### src/hw/fah_pkg.sv
// Shared constants and types of the flash autoselect and protect host.
package fah_pkg;

  // ---------------------------------------------------------------------
  // Clock and timing.
  // ---------------------------------------------------------------------
  localparam int CLK_PERIOD_NS = 8;     // Period of ref_clk_i.
  localparam int T_STROBE_NS = 40;      // Least low time of a strobe.
  localparam int STROBE_CYC =
    (T_STROBE_NS + CLK_PERIOD_NS - 1) / CLK_PERIOD_NS;
  localparam int T_VID_SETTLE_NS = 1000; // High voltage settle time.
  localparam int VID_CYC =
    (T_VID_SETTLE_NS + CLK_PERIOD_NS - 1) / CLK_PERIOD_NS;
  localparam int SYNC_CYC = 2;          // Depth of the data synchroniser.

  // ---------------------------------------------------------------------
  // Pin geometry.
  // ---------------------------------------------------------------------
  localparam int ADDR_W = 21;           // Word mode address width.
  localparam int DQ_W = 16;             // Data pins.
  localparam int SECT_W = 9;            // Sector select address width.
  localparam int SECT_LSB = 12;         // Lowest sector select bit.
  localparam int A6_POS = 6;            // Address bit held low for codes.
  localparam int STEP_W = 10;           // Width of the step counter.
  localparam int CNT_W = 8;             // Width of the cycle counter.

  // ---------------------------------------------------------------------
  // Autoselect code selection on address bits 1 and 0.
  // ---------------------------------------------------------------------
  localparam logic [1:0] CODE_MAKER = 2'h0;
  localparam logic [1:0] CODE_PART = 2'h1;
  localparam logic [1:0] CODE_PROT = 2'h2;
  localparam logic [1:0] CODE_CONT = 2'h3;
  localparam logic [7:0] PROT_YES = 8'h01; // Sector is protected.
  localparam logic [7:0] PROT_NO = 8'h00;  // Sector is unprotected.

  // ---------------------------------------------------------------------
  // In-system autoselect command sequence.
  // ---------------------------------------------------------------------
  localparam logic [20:0] UNLOCK1_ADDR = 21'h000555;
  localparam logic [20:0] UNLOCK2_ADDR = 21'h0002aa;
  localparam logic [7:0] UNLOCK1_DATA = 8'haa;
  localparam logic [7:0] UNLOCK2_DATA = 8'h55;
  localparam logic [7:0] AUTOSEL_DATA = 8'h90;
  localparam logic [7:0] RESET_DATA = 8'hf0;
  localparam logic [9:0] SYS_READ_STEP = 10'h003; // Read step of sequence.
  localparam logic [9:0] SYS_LAST_STEP = 10'h004; // Closing reset write.
  localparam logic [9:0] SCAN_LAST_STEP = 10'h1ff; // Last sector scanned.

  // ---------------------------------------------------------------------
  // Operations and states.
  // ---------------------------------------------------------------------
  typedef enum logic [2:0] {
    FAH_OP_HV_READ,    // Code read with high voltage on the ninth line.
    FAH_OP_SYS_READ,   // Code read through the command sequence.
    FAH_OP_SCAN,       // Protection read of every sector select value.
    FAH_OP_PROT_WR,    // Protect write cycle, high voltage on reset.
    FAH_OP_UNPROT_WR   // Unprotect write cycle, high voltage on reset.
  } fah_op_t;

  typedef enum logic [2:0] {
    FAH_IDLE,
    FAH_SETTLE,
    FAH_SETUP,
    FAH_STROBE,
    FAH_HOLD
  } fah_state_t;

endpackage

### src/hw/fah_host.sv
// Host controller that reads autoselect codes and drives protect cycles.

// Operation
// Autoselect returns maker, part, continuation, protection codes.
// High voltage on ninth line during reads.
// A6 low; A1 and A0 select code.
// Sector select bits choose sector; 01h protected.
// Codes also available via command sequence.
// Protected sector refuses program and erase.
// Unprotect restores program and erase.
// Protect method: high voltage on reset only.
// Protect all sectors before first unprotect.
// Alternate method only for programming equipment.
// Sectors start unprotected.
// Program or erase needs full unlock sequence.
// Power-up leaves device in array read.
// Pulses under 5ns start no write.
// No write while gate low or selects high.
// Write: select and strobe low, gate high.
// No command accepted after power-up strobe.
// Reset high voltage unprotects temporarily.
// Removing high voltage returns to array reads.
module fah_host (
  input wire logic ref_clk_i,                      // 125 MHz clock.
  input wire logic rst_n_i,                        // Async reset, low.
  input wire logic req_i,                          // Request, one cycle.
  input wire fah_pkg::fah_op_t op_i,               // Requested operation.
  input wire logic [1:0] code_sel_i,               // Code select.
  input wire logic [fah_pkg::SECT_W-1:0] sector_i, // Sector select.
  input wire logic [fah_pkg::ADDR_W-1:0] wr_addr_i, // Protect write addr.
  input wire logic [7:0] wr_data_i,                // Protect write data.
  input wire logic [fah_pkg::SECT_W-1:0] stat_addr_i, // Table read addr.
  output logic stat_prot_o,                        // Table read flag.
  output logic busy_o,                             // Operation running.
  output logic done_o,                             // Operation end pulse.
  output logic refused_o,                          // Refusal pulse.
  output logic [7:0] rdata_o,                      // Last code read.
  output logic all_prot_o,                         // Last scan all 01h, cleared by unprotect.
  output logic ce_n_o,                             // Chip select, low.
  output logic oe_n_o,                             // Output gate, low.
  output logic we_n_o,                             // Write strobe, low.
  output logic [fah_pkg::ADDR_W-1:0] addr_o,       // Address pins.
  input wire logic [fah_pkg::DQ_W-1:0] dq_i,       // Data pins in.
  output logic [fah_pkg::DQ_W-1:0] dq_o,           // Data pins out.
  output logic dq_oe_n_o,                          // Data drive, low.
  output logic a9_hv_o,                            // Ninth line high volt.
  output logic rst_hv_o                            // Reset pin high volt.
);

  // ---------------------------------------------------------------------
  // Data pin synchroniser.
  // ---------------------------------------------------------------------
  logic [fah_pkg::DQ_W-1:0] dq_s1_r; // First stage, read only by second.
  logic [fah_pkg::DQ_W-1:0] dq_s2_r; // Second stage, safe to read.

  // The flash answers asynchronously, so data pass two flip-flops.
  always_ff @(posedge ref_clk_i or negedge rst_n_i) begin
    if (!rst_n_i) begin
      dq_s1_r <= '0;
      dq_s2_r <= '0;
    end else begin
      dq_s1_r <= dq_i;
      dq_s2_r <= dq_s1_r;
    end
  end

  // ---------------------------------------------------------------------
  // Control state.
  // ---------------------------------------------------------------------
  fah_pkg::fah_state_t state_r, state_nxt; // Sequencer state.
  fah_pkg::fah_op_t op_r, op_nxt;          // Operation in progress.
  logic [1:0] code_r, code_nxt;            // Latched code select.
  logic [fah_pkg::SECT_W-1:0] sect_r, sect_nxt; // Latched sector.
  logic [fah_pkg::ADDR_W-1:0] waddr_r, waddr_nxt; // Latched write addr.
  logic [7:0] wdata_r, wdata_nxt;          // Latched write data.
  logic [fah_pkg::STEP_W-1:0] step_r, step_nxt; // Bus cycle index.
  logic [fah_pkg::CNT_W-1:0] cnt_r, cnt_nxt; // Cycle counter.
  logic acc_r, acc_nxt;                    // Scan: all protected so far.
  logic all_prot_r, all_prot_nxt;          // Result of last full scan, cleared by unprotect.
  logic done_r, done_nxt;
  logic refused_r, refused_nxt;
  logic [7:0] rdata_r, rdata_nxt;
  logic a9_hv_r, a9_hv_nxt;
  logic rst_hv_r, rst_hv_nxt;
  logic ce_n_r, ce_n_nxt;
  logic oe_n_r, oe_n_nxt;
  logic we_n_r, we_n_nxt;
  logic [fah_pkg::ADDR_W-1:0] addr_r, addr_nxt;
  logic [fah_pkg::DQ_W-1:0] dq_r, dq_nxt;
  logic dq_oe_n_r, dq_oe_n_nxt;
  logic mem_we;                            // Table write strobe.

  // Decode of the current step: write or read, address and data.
  logic step_wr;
  logic step_last;
  logic [fah_pkg::ADDR_W-1:0] step_addr;
  logic [7:0] step_data;

  // ---------------------------------------------------------------------
  // Step decode.
  // ---------------------------------------------------------------------
  // Every code read keeps A6 low and puts the code on A1 and A0; the
  // sector select bits sit on the top address lines.
  always_comb begin
    step_wr = 1'b0;
    step_data = fah_pkg::RESET_DATA;
    step_addr = '0;
    step_addr[fah_pkg::SECT_LSB +: fah_pkg::SECT_W] = sect_r;
    step_addr[fah_pkg::A6_POS] = 1'b0;
    step_addr[1:0] = code_r;
    step_last = (step_r == '0);
    unique case (op_r)
      fah_pkg::FAH_OP_HV_READ: begin
      end
      fah_pkg::FAH_OP_SCAN: begin
        // Scan walks every sector select value reading protection.
        step_addr[fah_pkg::SECT_LSB +: fah_pkg::SECT_W] =
          step_r[fah_pkg::SECT_W-1:0];
        step_addr[1:0] = fah_pkg::CODE_PROT;
        step_last = (step_r == fah_pkg::SCAN_LAST_STEP);
      end
      fah_pkg::FAH_OP_SYS_READ: begin
        // Unlock, autoselect command, read, then reset back to array.
        step_last = (step_r == fah_pkg::SYS_LAST_STEP);
        if (step_r == '0) begin
          step_wr = 1'b1;
          step_addr = fah_pkg::UNLOCK1_ADDR;
          step_data = fah_pkg::UNLOCK1_DATA;
        end else if (step_r == 10'h001) begin
          step_wr = 1'b1;
          step_addr = fah_pkg::UNLOCK2_ADDR;
          step_data = fah_pkg::UNLOCK2_DATA;
        end else if (step_r == 10'h002) begin
          step_wr = 1'b1;
          step_addr = fah_pkg::UNLOCK1_ADDR;
          step_data = fah_pkg::AUTOSEL_DATA;
        end else if (step_r != fah_pkg::SYS_READ_STEP) begin
          step_wr = 1'b1;
          step_addr = '0;
        end
      end
      default: begin
        // Protect and unprotect cycles use the caller's address and data.
        step_wr = 1'b1;
        step_addr = waddr_r;
        step_data = wdata_r;
      end
    endcase
  end

  // ---------------------------------------------------------------------
  // Sequencer next state.
  // ---------------------------------------------------------------------
  always_comb begin
    state_nxt = state_r;
    op_nxt = op_r;
    code_nxt = code_r;
    sect_nxt = sect_r;
    waddr_nxt = waddr_r;
    wdata_nxt = wdata_r;
    step_nxt = step_r;
    cnt_nxt = cnt_r;
    acc_nxt = acc_r;
    all_prot_nxt = all_prot_r;
    done_nxt = 1'b0;
    refused_nxt = 1'b0;
    rdata_nxt = rdata_r;
    a9_hv_nxt = a9_hv_r;
    rst_hv_nxt = rst_hv_r;
    mem_we = 1'b0;
    unique case (state_r)
      fah_pkg::FAH_IDLE: begin
        if (req_i) begin
          op_nxt = op_i;
          code_nxt = code_sel_i;
          sect_nxt = sector_i;
          waddr_nxt = wr_addr_i;
          wdata_nxt = wr_data_i;
          step_nxt = '0;
          cnt_nxt = fah_pkg::CNT_W'(fah_pkg::VID_CYC);
          if (op_i == fah_pkg::FAH_OP_UNPROT_WR && !all_prot_r) begin
            // Unprotect only after a scan has seen every sector locked.
            refused_nxt = 1'b1;
          end else if (op_i == fah_pkg::FAH_OP_SYS_READ) begin
            state_nxt = fah_pkg::FAH_SETUP;
          end else if (op_i == fah_pkg::FAH_OP_HV_READ ||
                       op_i == fah_pkg::FAH_OP_SCAN) begin
            a9_hv_nxt = 1'b1;
            acc_nxt = 1'b1;
            state_nxt = fah_pkg::FAH_SETTLE;
          end else begin
            // Protect cycles raise the reset pin only, never the address.
            rst_hv_nxt = 1'b1;
            state_nxt = fah_pkg::FAH_SETTLE;
          end
        end
      end
      fah_pkg::FAH_SETTLE: begin
        // Wait for the high voltage to settle before the first strobe.
        if (cnt_r == '0) begin
          state_nxt = fah_pkg::FAH_SETUP;
        end else begin
          cnt_nxt = cnt_r - 1'b1;
        end
      end
      fah_pkg::FAH_SETUP: begin
        // Address settles one cycle ahead of the strobe.
        state_nxt = fah_pkg::FAH_STROBE;
        cnt_nxt = step_wr ? fah_pkg::CNT_W'(fah_pkg::STROBE_CYC) :
          fah_pkg::CNT_W'(fah_pkg::STROBE_CYC + fah_pkg::SYNC_CYC);
      end
      fah_pkg::FAH_STROBE: begin
        if (cnt_r == '0) begin
          state_nxt = fah_pkg::FAH_HOLD;
          if (!step_wr) begin
            // Data have crossed the synchroniser while the gate is low.
            rdata_nxt = dq_s2_r[7:0];
            mem_we = (op_r == fah_pkg::FAH_OP_SCAN);
            acc_nxt = acc_r && (dq_s2_r[7:0] == fah_pkg::PROT_YES);
          end
        end else begin
          cnt_nxt = cnt_r - 1'b1;
        end
      end
      fah_pkg::FAH_HOLD: begin
        if (step_last) begin
          state_nxt = fah_pkg::FAH_IDLE;
          done_nxt = 1'b1;
          // Dropping the high voltage returns the part to array reads.
          a9_hv_nxt = 1'b0;
          rst_hv_nxt = 1'b0;
          if (op_r == fah_pkg::FAH_OP_SCAN) begin
            all_prot_nxt = acc_r;
          end else if (op_r == fah_pkg::FAH_OP_UNPROT_WR) begin
            all_prot_nxt = 1'b0;
          end
        end else begin
          step_nxt = step_r + 1'b1;
          state_nxt = fah_pkg::FAH_SETUP;
        end
      end
    endcase
  end

  // ---------------------------------------------------------------------
  // Pin next values.
  // ---------------------------------------------------------------------
  // Strobes go low one cycle after the counter starts, so the address is
  // stable first and each low time is whole cycles, far above 5ns.
  always_comb begin
    addr_nxt = addr_r;
    dq_nxt = dq_r;
    if (state_r == fah_pkg::FAH_SETUP) begin
      addr_nxt = step_addr;
      dq_nxt = {8'h00, step_data};
    end
    ce_n_nxt = !(state_r == fah_pkg::FAH_SETUP ||
                 state_r == fah_pkg::FAH_STROBE ||
                 state_r == fah_pkg::FAH_HOLD);
    // Write strobe only with the gate high and the chip selected.
    we_n_nxt = !(state_r == fah_pkg::FAH_STROBE && cnt_r != '0 &&
                 step_wr);
    oe_n_nxt = !(state_r == fah_pkg::FAH_STROBE && cnt_r != '0 &&
                 !step_wr);
    dq_oe_n_nxt = !(step_wr && !ce_n_nxt);
  end

  // Register every piece of control state and every pin.
  always_ff @(posedge ref_clk_i or negedge rst_n_i) begin
    if (!rst_n_i) begin
      state_r <= fah_pkg::FAH_IDLE;
      op_r <= fah_pkg::FAH_OP_HV_READ;
      code_r <= fah_pkg::CODE_MAKER;
      sect_r <= '0;
      waddr_r <= '0;
      wdata_r <= '0;
      step_r <= '0;
      cnt_r <= '0;
      acc_r <= 1'b0;
      all_prot_r <= 1'b0;
      done_r <= 1'b0;
      refused_r <= 1'b0;
      rdata_r <= '0;
      a9_hv_r <= 1'b0;
      rst_hv_r <= 1'b0;
      ce_n_r <= 1'b1;
      oe_n_r <= 1'b1;
      we_n_r <= 1'b1;
      addr_r <= '0;
      dq_r <= '0;
      dq_oe_n_r <= 1'b1;
    end else begin
      state_r <= state_nxt;
      op_r <= op_nxt;
      code_r <= code_nxt;
      sect_r <= sect_nxt;
      waddr_r <= waddr_nxt;
      wdata_r <= wdata_nxt;
      step_r <= step_nxt;
      cnt_r <= cnt_nxt;
      acc_r <= acc_nxt;
      all_prot_r <= all_prot_nxt;
      done_r <= done_nxt;
      refused_r <= refused_nxt;
      rdata_r <= rdata_nxt;
      a9_hv_r <= a9_hv_nxt;
      rst_hv_r <= rst_hv_nxt;
      ce_n_r <= ce_n_nxt;
      oe_n_r <= oe_n_nxt;
      we_n_r <= we_n_nxt;
      addr_r <= addr_nxt;
      dq_r <= dq_nxt;
      dq_oe_n_r <= dq_oe_n_nxt;
    end
  end

  // ---------------------------------------------------------------------
  // Protection table.
  // ---------------------------------------------------------------------
  fah_sect_mem #(
    .AW(fah_pkg::SECT_W)
  ) u_sect_mem (
    .ref_clk_i(ref_clk_i),
    .wr_en_i(mem_we),
    .wr_addr_i(step_r[fah_pkg::SECT_W-1:0]),
    .wr_data_i(dq_s2_r[0]),
    .rd_addr_i(stat_addr_i),
    .rd_data_o(stat_prot_o)
  );

  assign busy_o = (state_r != fah_pkg::FAH_IDLE);
  assign done_o = done_r;
  assign refused_o = refused_r;
  assign rdata_o = rdata_r;
  assign all_prot_o = all_prot_r;
  assign ce_n_o = ce_n_r;
  assign oe_n_o = oe_n_r;
  assign we_n_o = we_n_r;
  assign addr_o = addr_r;
  assign dq_o = dq_r;
  assign dq_oe_n_o = dq_oe_n_r;
  assign a9_hv_o = a9_hv_r;
  assign rst_hv_o = rst_hv_r;
endmodule

### src/hw/fah_sect_mem.sv
// One bit per sector select value: the protection status read by the last scan.
module fah_sect_mem #(
  parameter int AW = 9                  // Address width.
) (
  input wire logic ref_clk_i,           // Clock.
  input wire logic wr_en_i,             // Write strobe.
  input wire logic [AW-1:0] wr_addr_i,  // Write address.
  input wire logic wr_data_i,           // Protected flag to store.
  input wire logic [AW-1:0] rd_addr_i,  // Read address.
  output logic rd_data_o                // Registered read data.
);

  // ---------------------------------------------------------------------
  // Storage.
  // ---------------------------------------------------------------------
  // No reset on the array so that it maps onto memory; a read before
  // the first scan returns an undefined flag.
  logic mem_r [0:(1 << AW)-1];

  // Write and registered read in one clocked process.
  always_ff @(posedge ref_clk_i) begin
    if (wr_en_i) begin
      mem_r[wr_addr_i] <= wr_data_i;
    end
    rd_data_o <= mem_r[rd_addr_i];
  end

endmodule

### config.mk
export PLATFORM = sky130hd
export DESIGN_NAME = fah_host
export DESIGN_NICKNAME = d
export VERILOG_FILES = /design/src/hw/fah_pkg.sv /design/src/hw/fah_host.sv /design/src/hw/fah_sect_mem.sv
export SDC_FILE = /design/constraint.sdc
export NUM_CORES = 1
export LEC_CHECK = 0
export BUFFER_PORTS_ARGS = -buffer_cell sky130_fd_sc_hd__buf_2
export CELL_PAD_IN_SITES_DETAIL_PLACEMENT = 0
export CELL_PAD_IN_SITES_GLOBAL_PLACEMENT = 1
export CORE_MARGIN = 1
export CORE_UTILIZATION = 50
export DETAILED_ROUTE_END_ITERATION = 10
export PLACE_DENSITY_LB_ADDON = 0.1
export SETUP_SLACK_MARGIN = 0.1
export SLEW_MARGIN = 40
export SYNTH_ARGS = -nofsm -noshare
export SYNTH_HDL_FRONTEND = slang
export SYNTH_SLANG_ARGS = --single-unit
### constraint.sdc
create_clock -name ref_clk_i -period 14.6 [get_ports ref_clk_i]
set_input_delay 4.38 -clock ref_clk_i [delete_from_list [all_inputs] [get_ports ref_clk_i]]
set_output_delay 4.38 -clock ref_clk_i [all_outputs]
set_load 0.005 [all_outputs]
# Word-level counts from Yosys, hierarchy flattened
# Memory sizes are Yosys's and may differ from the RTL's. A register that Yosys moved wholly into a read port is not among the register bits.
# Index checks and enable logic that the tools add are counted.
[classes]
n_addsub = 2
n_eq_ne = 27
muxes = 57
bitwise_logic = 1
reduce_logical = 37
[op_table]
columns = ["operator", "n"]
rows = [
  ["$mux W21", 4],
  ["$pmux W10 S2", 2],
  ["$mux W8", 4],
  ["$mux W1", 27],
  ["$pmux W9 S3", 1],
  ["$pmux W8 S3", 1],
  ["$ne A2 B2 Y1 const B", 11],
  ["$mux W10", 2],
  ["$pmux W8 S2", 1],
  ["$pmux W3 S5", 1],
  ["$eq A3 B2 Y1 const B", 4],
  ["$mux W3", 4],
  ["$reduce_and A3 Y1", 4],
  ["$reduce_and A6 Y1", 2],
  ["$add A10 B1 Y10 const B", 1],
  ["$eq A10 B1 Y1 const B", 1],
  ["$eq A10 B2 Y1 const B", 1],
  ["$eq A10 B3 Y1 const B", 1],
  ["$eq A10 B9 Y1 const B", 1],
  ["$logic_not A10 Y1", 1],
  ["$ne A10 B2 Y1 const B", 1],
  ["$pmux W1 S2", 5],
  ["$eq A3 B1 Y1 const B", 3],
  ["$eq A3 B3 Y1 const B", 3],
  ["other kinds (18)", 38],
]
[totals]
ff_bits = 127
ram_bits = 512
in_bits = 71
output_inout_bits = 56
elab_cells = 148
n_memories = 1
[mem_list]
columns = ["name", "depth", "width", "rd", "rd_ports_with_merged_regs", "wr", "line", "source"]
rows = [
  ["u_sect_mem.mem_r", 512, 1, 1, 1, 1, "fah_sect_mem.sv:18", "logic mem_r [0:(1 << AW)-1];"],
]

# Depth between registers and ports, before layout
# Gate-level depths: netlist of run 1.
[depth]
ltp_word = 11
ltp_mapped = 11

# Cells and area by module
# From an unflattened synthesis of run 1, not the netlist that was laid out.
[unflattened]
hier_cells = 2198
area_unflattened_um2 = 28229.6
[by_module_without_submodules]
columns = ["mod", "instances", "cells_each", "area_per_inst_um2", "seq_area_each_um2"]
rows = [
  ["fah_sect_mem", 1, 1615, 22609.2, 15394.8],
  ["fah_host", 1, 583, 5620.4, 3183.1],
]

# Worst setup path before layout of run 1
# No wires, ideal clock.
[synth_timing]
path_kind = "register -> register"
from = "register dq_s2_r[0] (netlist bit)"
to = "memory u_sect_mem.mem_r[0] (data pin)"
arrival_time_ns = 6.070
required_time_ns = 13.194
setup_slack_ns = 7.125
stages_incl_launch_ff = 1
n_path_buf = 0
synth_period_minus_slack_ns = 7.475
path_cell_list = "dfrtp_1"
[synth_lines]
columns = ["item", "line", "source"]
rows = [
  ["start: declaration", "fah_host.sv:54", "logic [fah_pkg::DQ_W-1:0] dq_s2_r;"],
  ["start signal: assignment", "fah_host.sv:63", "dq_s2_r <= dq_s1_r;"],
  ["end: declaration", "fah_sect_mem.sv:18", ""],
]
# Straight into the memory's write port.

==> results of run 1 <==
-- power breakdown --
part	total (mW)	internal, mW	switching (mW)
logic	0.429	0.188	0.241
registers	2.15	2.08	0.0772
clock network	1.80	1.08	0.724
total	4.39	3.35	1.04
-- metrics by stage --
stage	setup slack [ns]	utilization, %	hold WS, ns	cells	power (mW)
5_1_grt	6.94	56.3	0.353	2987	4.55
2_1_floorplan	7.12	-	0.331	2124	2.48
4_1_cts	7.13	56.2	0.347	2984	4.42
6_report	7.19	56.3	0.346	2987	4.39
3_5_place_dp	6.49	52.0	0.335	2852	2.62
3_3_place_gp	6.27	51.9	0.333	2852	2.61
-- layout make-up --
type / count / area [um^2] / share of cell area [%]
clock inverters: 32 / 235 / 0.742
flip-flops and latches: 640 / 18600 / 58.7
multi-input cells: 1286 / 8760 / 27.7
clock buffers: 100 / 2140 / 6.77
inverters: 19 / 71.3 / 0.225
repair buffers: 153 / 940 / 2.97
well taps: 756 / 946 / 2.99
diodes: 1 / 2.50 / 0.00790
-- logic make-up (layout without fill, tap and decap cells) --
kind of cell               count (synthesis)  in the layout  synth area share [%]
AOI/OAI and AO/OA                        269            269                  6.37
xor gates and xnor gates                   2              2                0.0616
adders and majority gates                  6              6                 0.264
buffers and inverters                    198            304                  4.08
DFF                                      640            640                  65.4
muxes                                    242            242                  11.9
other                                      1              9                0.0132
and+or+nand+nor                          759            759                  11.9
-- Yosys cell counts (16+ instances only) --
cell type,instances,area [um^2]
sky130_fd_sc_hd__mux2_2,52,586
sky130_fd_sc_hd__buf_6,19,214
sky130_fd_sc_hd__mux2i_1,118,1180
sky130_fd_sc_hd__nand2_1,90,338
sky130_fd_sc_hd__o31ai_1,16,120
sky130_fd_sc_hd__edfxtp_1,512,15400
sky130_fd_sc_hd__clkbuf_8,20,275
sky130_fd_sc_hd__o22ai_1,26,163
sky130_fd_sc_hd__nor2_1,524,1970
sky130_fd_sc_hd__dfrtp_1,123,3080
sky130_fd_sc_hd__buf_2,25,125
sky130_fd_sc_hd__inv_1,18,67.6
sky130_fd_sc_hd__a21oi_1,70,350
sky130_fd_sc_hd__clkbuf_1,93,349
sky130_fd_sc_hd__nor2_2,36,225
sky130_fd_sc_hd__o21ai_0,48,240
sky130_fd_sc_hd__mux4_2,72,1620
sky130_fd_sc_hd__nand2_4,16,180
sky130_fd_sc_hd__o221ai_1,57,499
-- worst register-to-register path, stage by stage, from the launching register on --
cell and delay [ns]:
sky130_fd_sc_hd__dfrtp_1 0.58, sky130_fd_sc_hd__ha_1 0.36, sky130_fd_sc_hd__or3b_2 0.50, sky130_fd_sc_hd__or4b_1 0.55, sky130_fd_sc_hd__nand2b_1 0.19, sky130_fd_sc_hd__nor2_1 0.12, sky130_fd_sc_hd__o21ai_1 0.23, sky130_fd_sc_hd__nor2_2 0.43
sky130_fd_sc_hd__mux2_2 0.39
-- cells in the final DEF (no fill, tap or decap), types with 7 or more instances in the layout --
cell / n
sky130_fd_sc_hd__nor2_1: 524
sky130_fd_sc_hd__edfxtp_1: 512
sky130_fd_sc_hd__dfrtp_1: 122
sky130_fd_sc_hd__mux2i_1: 118
sky130_fd_sc_hd__buf_2: 107
sky130_fd_sc_hd__nand2_1: 87
sky130_fd_sc_hd__clkbuf_16: 78
sky130_fd_sc_hd__mux4_2: 72
sky130_fd_sc_hd__a21oi_1: 70
sky130_fd_sc_hd__o221ai_1: 57
sky130_fd_sc_hd__mux2_2: 52
sky130_fd_sc_hd__o21ai_0: 48
sky130_fd_sc_hd__nor2_2: 36
sky130_fd_sc_hd__buf_4: 36
sky130_fd_sc_hd__o22ai_1: 26
sky130_fd_sc_hd__inv_1: 18
sky130_fd_sc_hd__nand2_4: 16
sky130_fd_sc_hd__o31ai_1: 15
sky130_fd_sc_hd__clkinv_1: 13
sky130_fd_sc_hd__clkinv_2: 12
sky130_fd_sc_hd__clkbuf_8: 11
sky130_fd_sc_hd__clkbuf_1: 11
sky130_fd_sc_hd__nor3_1: 10
sky130_fd_sc_hd__nand3_1: 10
sky130_fd_sc_hd__o211ai_1: 9
sky130_fd_sc_hd__a221oi_1: 9
sky130_fd_sc_hd__and2_1: 8
sky130_fd_sc_hd__conb_1: 8
sky130_fd_sc_hd__buf_6: 7
-- how the worst max path moves through the flow --
stage,start,to,slack (ns),cells past startpoint
floorplan,dq_s2_r[0],u_sect_mem.mem_r[0],7.12,0
global placement,stat_addr_i[0],u_sect_mem.rd_data_o,6.27,10
detailed placement,stat_addr_i[0],u_sect_mem.rd_data_o,6.49,10
CTS,stat_addr_i[0],u_sect_mem.rd_data_o,7.13,10
global route,stat_addr_i[0],u_sect_mem.rd_data_o,6.94,10
finish,stat_addr_i[0],u_sect_mem.rd_data_o,7.19,10
-- sequential cells by signal, indices dropped and copies added, names as in the netlist, 2 cells and up --
| name | flops |
|---|---|
| rdata_o | 8 |
| sect_r | 9 |
| code_r | 2 |
| dq_o | 8 |
| addr_o | 21 |
| dq_s2_r | 8 |
| state_r | 3 |
| wdata_r | 8 |
| dq_s1_r | 8 |
| op_r | 3 |
| u_sect_mem.mem_r | 512 |
| cnt_r | 8 |
| step_r | 10 |
| waddr_r | 21 |
-- per-layer routing --
metal  part of all wire, %  track usage [%]  up-vias  routed length (um)
met2                    51             42.9      489               35600
met1                    41             31.7     8855               28700
li1                      -                -     7874                   -
met5                 0.033                0        -                  23
met3                   5.9             3.80      105                4100
met4                   2.3             8.22        4                1620
==> flow_results.org, run 1 <==
** Setup path
- Kind of cell adding the most delay to the critical path :: buffers and inverters
- Of all nets on the critical path, the largest fanout is 58.
- The setup check on the worst reg-to-reg path leaves a slack of approximately 11 ns.
- Cell repeated most along the worst path :: sky130_fd_sc_hd__nor2_1
- The critical path is of the in2reg type.
- For the worst flop-to-flop path, the logic depth is 8.
- The worst register-to-register path begins at step_r[0].
- The worst setup path is captured at a flip-flop.
- Worst path arrival time :: 7.92 ns
- Cell with the largest stage delay on the worst path :: sky130_fd_sc_hd__buf_4
- STA classifies the critical path startpoint as a primary input.
- Sum of buffers and inverters on the critical path :: 3
- The critical path goes through buf_8 -> buf_6 -> buf_4 -> mux2i_1 -> o221ai_1 -> o22ai_1 -> nor2_1 -> nor2_1 -> or4b_2 -> o2111ai_1.
- Biggest cell delay along the critical path :: ~0.68 ns
- The endpoint identified for the worst register-to-register timing path is rdata_o[1].
- At the worst endpoint, the required time is 15.11 ns.

** STA
- Setup violators final :: 0
- For this run, the top clock speed supported by timing is 135 MHz.
- The final-report hold violation count was 0.
- Setup_tns :: 0 ns
- In this run the tightest slew margin relative to its limit is a little over two fifths.
- Count of pins over their slew limit :: 0
- Post-layout min period :: ~7.4 ns
- On the final layout, the worst clock skew is between 0.02 and 0.025 ns.
- Period Utilization, post-route :: around 50%
- For the pin with the worst max-slew slack, the measured transition is 0.847 ns.
- Setup repair after global routing left no endpoint under its margin.

** Pwr
- In this run the power density over the cells is between 100 and 150 nW/um^2.
- Static power due to leakage :: ~11 nW
- VDD sags by at most 0.000121 V.

** Clock network
- Post-CTS timing repair inserted 0 buffers for setup.
- Number of buffers on the longest clock path :: 3
- Post-CTS repair changed the size of 0 cells.
- The tree built by TritonCTS fans out to between 600 and 700 sinks.
- CTS placed an instance of sky130_fd_sc_hd__clkbuf_16 at the clock tree root.
- The number of clock buffers added by TritonCTS is 71.
- TritonCTS built the clock tree.
- Worst-Skew Late Latency :: 0.60 ns
- Hold buffers post-CTS :: 0
- After clock tree synthesis, the clock-pin slew on the worst setup and hold paths is 0.05 ns.
- H-tree depth reported by CTS :: 3

** Global routing
- Via count of the first global-routing pass :: ~17,000
- Antenna violations before repair :: 3
- Wire length of the first global-routing pass :: 105,000 um
- Leftover overflow at the end of global routing :: 0
- Tot GR Track Use :: between 20 and 25%
- Entering global routing, the biggest net connects around 180 pins.

** Synth
- Distinct cells, synth :: a little over 80
- Each instance of the synthesized netlist takes up on average around 13 um^2.
- Async set or reset register ratio after synthesis :: 19.8%
- Fraction of the yosys area taken by sequential cells :: between 60% and 70%
- Predominant post-synthesis flop cell :: sky130_fd_sc_hd__edfxtp_1
- Counting every instance in the synthesized netlist gives roughly 2,100.
- Area of the mapped netlist :: ~28,000 um^2
- FF+latch count, synth :: 640
- Number of synthesized flops with an enable pin :: approximately 500
- Synth warn :: 0

** Place
- The HPWL after detailed placement is 37,700 um.
- Count of input and output buffers :: 110
- In this run the cell area measured after placement is about 29,000 um^2.
- The congestion estimate from routability-driven global placement came to about 0.76.

** Drt
- Number of optimization iterations in the first detailed-route pass :: 7
- Avg Vias per Cell :: roughly 5.8
- Number of routed nets with antenna violations :: 0
- Via Count :: between 15,000 and 20,000
- Initial DRC count :: between 1,500 and 2,000
- For this run, design rule violations remaining after detail routing come to 0.
- Drt wl/cell :: about 23 um
- Total Routed Length :: 70,000 um

** Final layout
- In the final layout, the share of cells above drive strength 1 is about a fifth.
- The final layout contains around 2,200 nets.
- From synthesis to final layout, the design area changed by 11.4%.
- Final Instance Area :: roughly 32,000 um^2
- Layout filler cell count :: 4,727

** Floorplanning
- Initial Utilization :: 50.5%
- Placeable core area :: around 56,000 um^2
- After floorplanning, the core was divided into 87 placement rows.
- The die covers approximately 58,000 um^2.
- Overall die width :: around 240 um
- Die outline height :: between 200 and 250 um
- Top-Level Pins :: 127

** Hold path
- The worst hold path begins at dq_s1_r[0].
- Instance count along the most critical hold path :: 0
- Terminating pin of the worst hold path :: dq_s2_r[0]
- Path class of the lowest-slack min-delay path :: reg2reg

** Run status
- The run finished with clean final reports.

** Job
- Max-cap violations in this run came to 0.
(Power assumes the default switching activity.)
==> inputs of run 2 (changes only) <==
--- a/config.mk
+++ b/config.mk
@@ -9,7 +9,7 @@
 export CELL_PAD_IN_SITES_DETAIL_PLACEMENT = 0
 export CELL_PAD_IN_SITES_GLOBAL_PLACEMENT = 1
 export CORE_MARGIN = 1
-export CORE_UTILIZATION = 50
+export CORE_UTILIZATION = 46
 export DETAILED_ROUTE_END_ITERATION = 10
 export PLACE_DENSITY_LB_ADDON = 0.1
 export SETUP_SLACK_MARGIN = 0.1
==> constraint.sdc (replaced) <==
create_clock -name ref_clk_i -period 6.4 [get_ports ref_clk_i]
set_input_delay 1.92 -clock ref_clk_i [delete_from_list [all_inputs] [get_ports ref_clk_i]]
set_output_delay 1.92 -clock ref_clk_i [all_outputs]
set_load 0.005 [all_outputs]
==> run 2 against run 1 <==
  * Non-clock buffer count increased by 7
  * Critical path type unchanged
  * Hold slack got worse by 0.0036 ns
  * Clock power increased by 120%
  * Final cell count grew 0.94%
  * Routed wire length up 3.2%
==> flow_results.org, run 2 (synthesized netlist as in run 1, its figures left out) <==
** Run status
- The run finished with clean final reports.

** STA
- After layout, the worst setup slack is between 2 and 2.5 ns.
- Setup total negative slack on the finished layout was measured at 0 ns.
- The clock arrives with around 0.019 ns of skew.
- Number of failing hold endpoints at the final stage :: 0
- Post-layout min period :: 4.25 ns
- At the pin with the least slew margin, the transition time is between 0.7 and 0.8 ns.
- Count of pins over their slew limit :: 0
- In this run the tightest slew margin relative to its limit is between 40% and 50%.
- Setup violations remaining at the end of the flow were counted as 0.
- Setup repair after global routing left no endpoint under its margin.
- Derived from the worst setup path, the maximum achievable clock frequency is 236 MHz.
- Dividing the final minimum period by the clock period gives 66.3%.

** Drt
- WL met3 :: between 3000 and 4000 um
- The highest layer touched by signal routing is met4.
- Total Routed Length :: 72,200 um
- The detail route stage leaves a number of antenna-violating nets equal to 0.
- The first routing iteration left between 1,000 and 1,500 violations.
- Avg Vias per Cell :: about 5.8
- After detailed routing, the average wire length per cell comes to 24.0 um.
- The first detailed-routing pass took 5 iterations.
- For this run, design rule violations remaining after detail routing come to 0.
- Wire segments on met2 add up to approximately 36,000 um in the final route.
- For this block, the via count after detailed routing is between 15,000 and 20,000.
- Sum of routed wire segments on met1 :: slightly above 30,000 um

** Clock network
- Clock sink count :: 640
- Root Driver :: sky130_fd_sc_hd__clkbuf_16
- CTS buffer count :: a little over 70
- Gates resized during post-CTS repair numbered 0.
- Clk pin slew, worst setup/hold paths :: roughly 0.06 ns
- TritonCTS built the clock tree.
- H-tree depth reported by CTS :: 3
- Number of buffers on the longest clock path :: 3
- In this run the post-CTS setup repair buffer count came out at 0.
- Worst-Skew Late Latency :: 0.61 ns
- Hold buffers post-CTS :: 0

** Pwr
- Internal power of the cells :: around 7.5 mW
- Power share of the clock group :: 40.2%
- For this design the total switching power over the nets is approximately 2.4 mW.
- In this run the power density over the cells is 311 nW/um^2.
- Power share of the combinational group :: roughly a tenth
- Sequential share of power :: 49.8%
- Static power due to leakage :: about 11 nW
- Worst voltage drop across the vdd grid :: approximately 0.00022 V
- Of the total power, the share spent switching nets is between 20% and 30%.

** Floorplanning
- From left edge to right edge, the die measures ~250 um.
- In this run the core area contains 90 standard-cell rows.
- Initial Utilization :: 46.8%
- approximately 130 I/O pins were placed.
- Total die area :: 62,800 um^2
- Die outline height :: 251 um
- Placeable core area :: about 60,000 um^2

** Final layout
- Commonest non-fill, non-tap cells in the layout :: 523 x sky130_fd_sc_hd__nor2_1, 512 x sky130_fd_sc_hd__edfxtp_1, 122 x sky130_fd_sc_hd__dfrtp_1
- The count of cells in the finished layout, fillers not included, comes to between 3,000 and 4,000.
- Total Nets Final :: 2,255
- The post-route netlist has between 20% and 30% of its cells at a drive strength greater than 1.
- Register bank with the most flops :: u_sect_mem.mem_r
- The register with the most flip-flops in the layout has roughly 510 of them.
- The finished cells cover ~32,000 um^2.
- From synthesis to final layout, the design area changed by 11.5%.
- Most common library cell in the layout ignoring fill and taps :: sky130_fd_sc_hd__nor2_1

** Place
- In this run, placement finished with an instance count of about 2,900.
- Input and output buffers added on the ports amount to 110.
- In this run the cell area measured after placement is between 20,000 and 30,000 um^2.
- Placement-stage worst setup slack :: 1.54 ns
- After legalization and detailed placement, the total HPWL measured 39,800 um.
- At the end of routability-driven placement, the weighted congestion stood at between 0.7 and 0.8.

** Setup path
- STA classifies the critical path startpoint as a primary input.
- Required arrival time at the worst endpoint :: between 6 and 7 ns
- STA classifies the critical path endpoint as a flip-flop.
- The worst setup path is of the in2reg kind.
- Maximum fanout encountered on the critical timing path :: 25
- At the worst endpoint, the arrival time is about 4.8 ns.

** Hold path
- In this run the worst hold path is classified as reg2reg.

** Global routing
- Global routing finished with a remaining overflow of 0.
- Via count of the first global-routing pass :: ~18,000
- Tot GR Track Use :: approximately a quarter
- Entering global routing, the biggest net connects 260 pins.
- The number of antenna violations at the first check in global routing came to 1.
- Wire length of the first global-routing pass :: roughly 110,000 um

** Job
- The tool flagged a number of max-cap violations equal to 0.
-- run 2: cell count changes in the layout (fill, tap and decap cells not counted), sizes merged --
cell,change
clkinv,-1
buf,+7
clkbuf,-4
clkinvlp,+1
inv,-1
-- run 2: power groups by stage --
stage               sequential, mW  combinational [mW]  clock [mW]
floorplan                     4.97               0.668           0
finish                        4.91               0.988        3.96
detailed placement            5.00               0.982           0
global route                  4.94                1.09        4.20
CTS                           4.92               0.986        4.05
global placement              5.00               0.967           0
-- run 2: final timing paths --
kind                                 from                   end  slack (ns)  depth (start not counted)
max                        stat_addr_i[2]  u_sect_mem.rd_data_o        2.15                          9
min                            dq_s1_r[3]            dq_s2_r[3]        0.34                          0
max reg2reg                     step_r[0]            rdata_o[7]        2.49                          9
max in group asynchronous         rst_n_i            rdata_o[5]        3.89                          2
min reg2reg                    dq_s1_r[3]            dq_s2_r[3]        0.34                          0
min in group asynchronous         rst_n_i             addr_o[9]        1.34                          1
-- run 2: critical path, stage by stage --
cell                        delay (ns)
sky130_fd_sc_hd__buf_2            0.31
sky130_fd_sc_hd__nand2b_2         0.51
sky130_fd_sc_hd__buf_4            0.47
sky130_fd_sc_hd__o221ai_1         0.29
sky130_fd_sc_hd__o22ai_1          0.12
sky130_fd_sc_hd__nor2_1           0.19
sky130_fd_sc_hd__nor2_1           0.06
sky130_fd_sc_hd__or4b_2           0.65
sky130_fd_sc_hd__o2111ai_1        0.20
-- run 2: layout make-up --
class | instances | area (um^2)
repair buffers | 160 | 1040
clock buffers | 96 | 2020
diodes | 1 | 2.50
flip-flops and latches | 640 | 18600
multi-input cells | 1286 | 8780
well taps | 782 | 978
clock inverters | 31 | 229
fillers | 5235 | 29000
inverters | 19 | 71.3
-- run 2: through the flow --
step	total power [mW]	utilization, %	hold WS [ns]
6_report	9.86	52.2	0.342
5_1_grt	10.2	52.2	0.355
4_1_cts	9.96	52.1	0.345
3_5_place_dp	5.98	48.4	0.337
3_3_place_gp	5.96	48.3	0.334
2_1_floorplan	5.64	-	0.331
-- run 2: per-layer routing --
metal,global-route usage (%),vias up
li1,-,7883
met2,39.2,470
met3,3.65,125
met4,7.47,0
met1,31.2,8914
met5,0,-
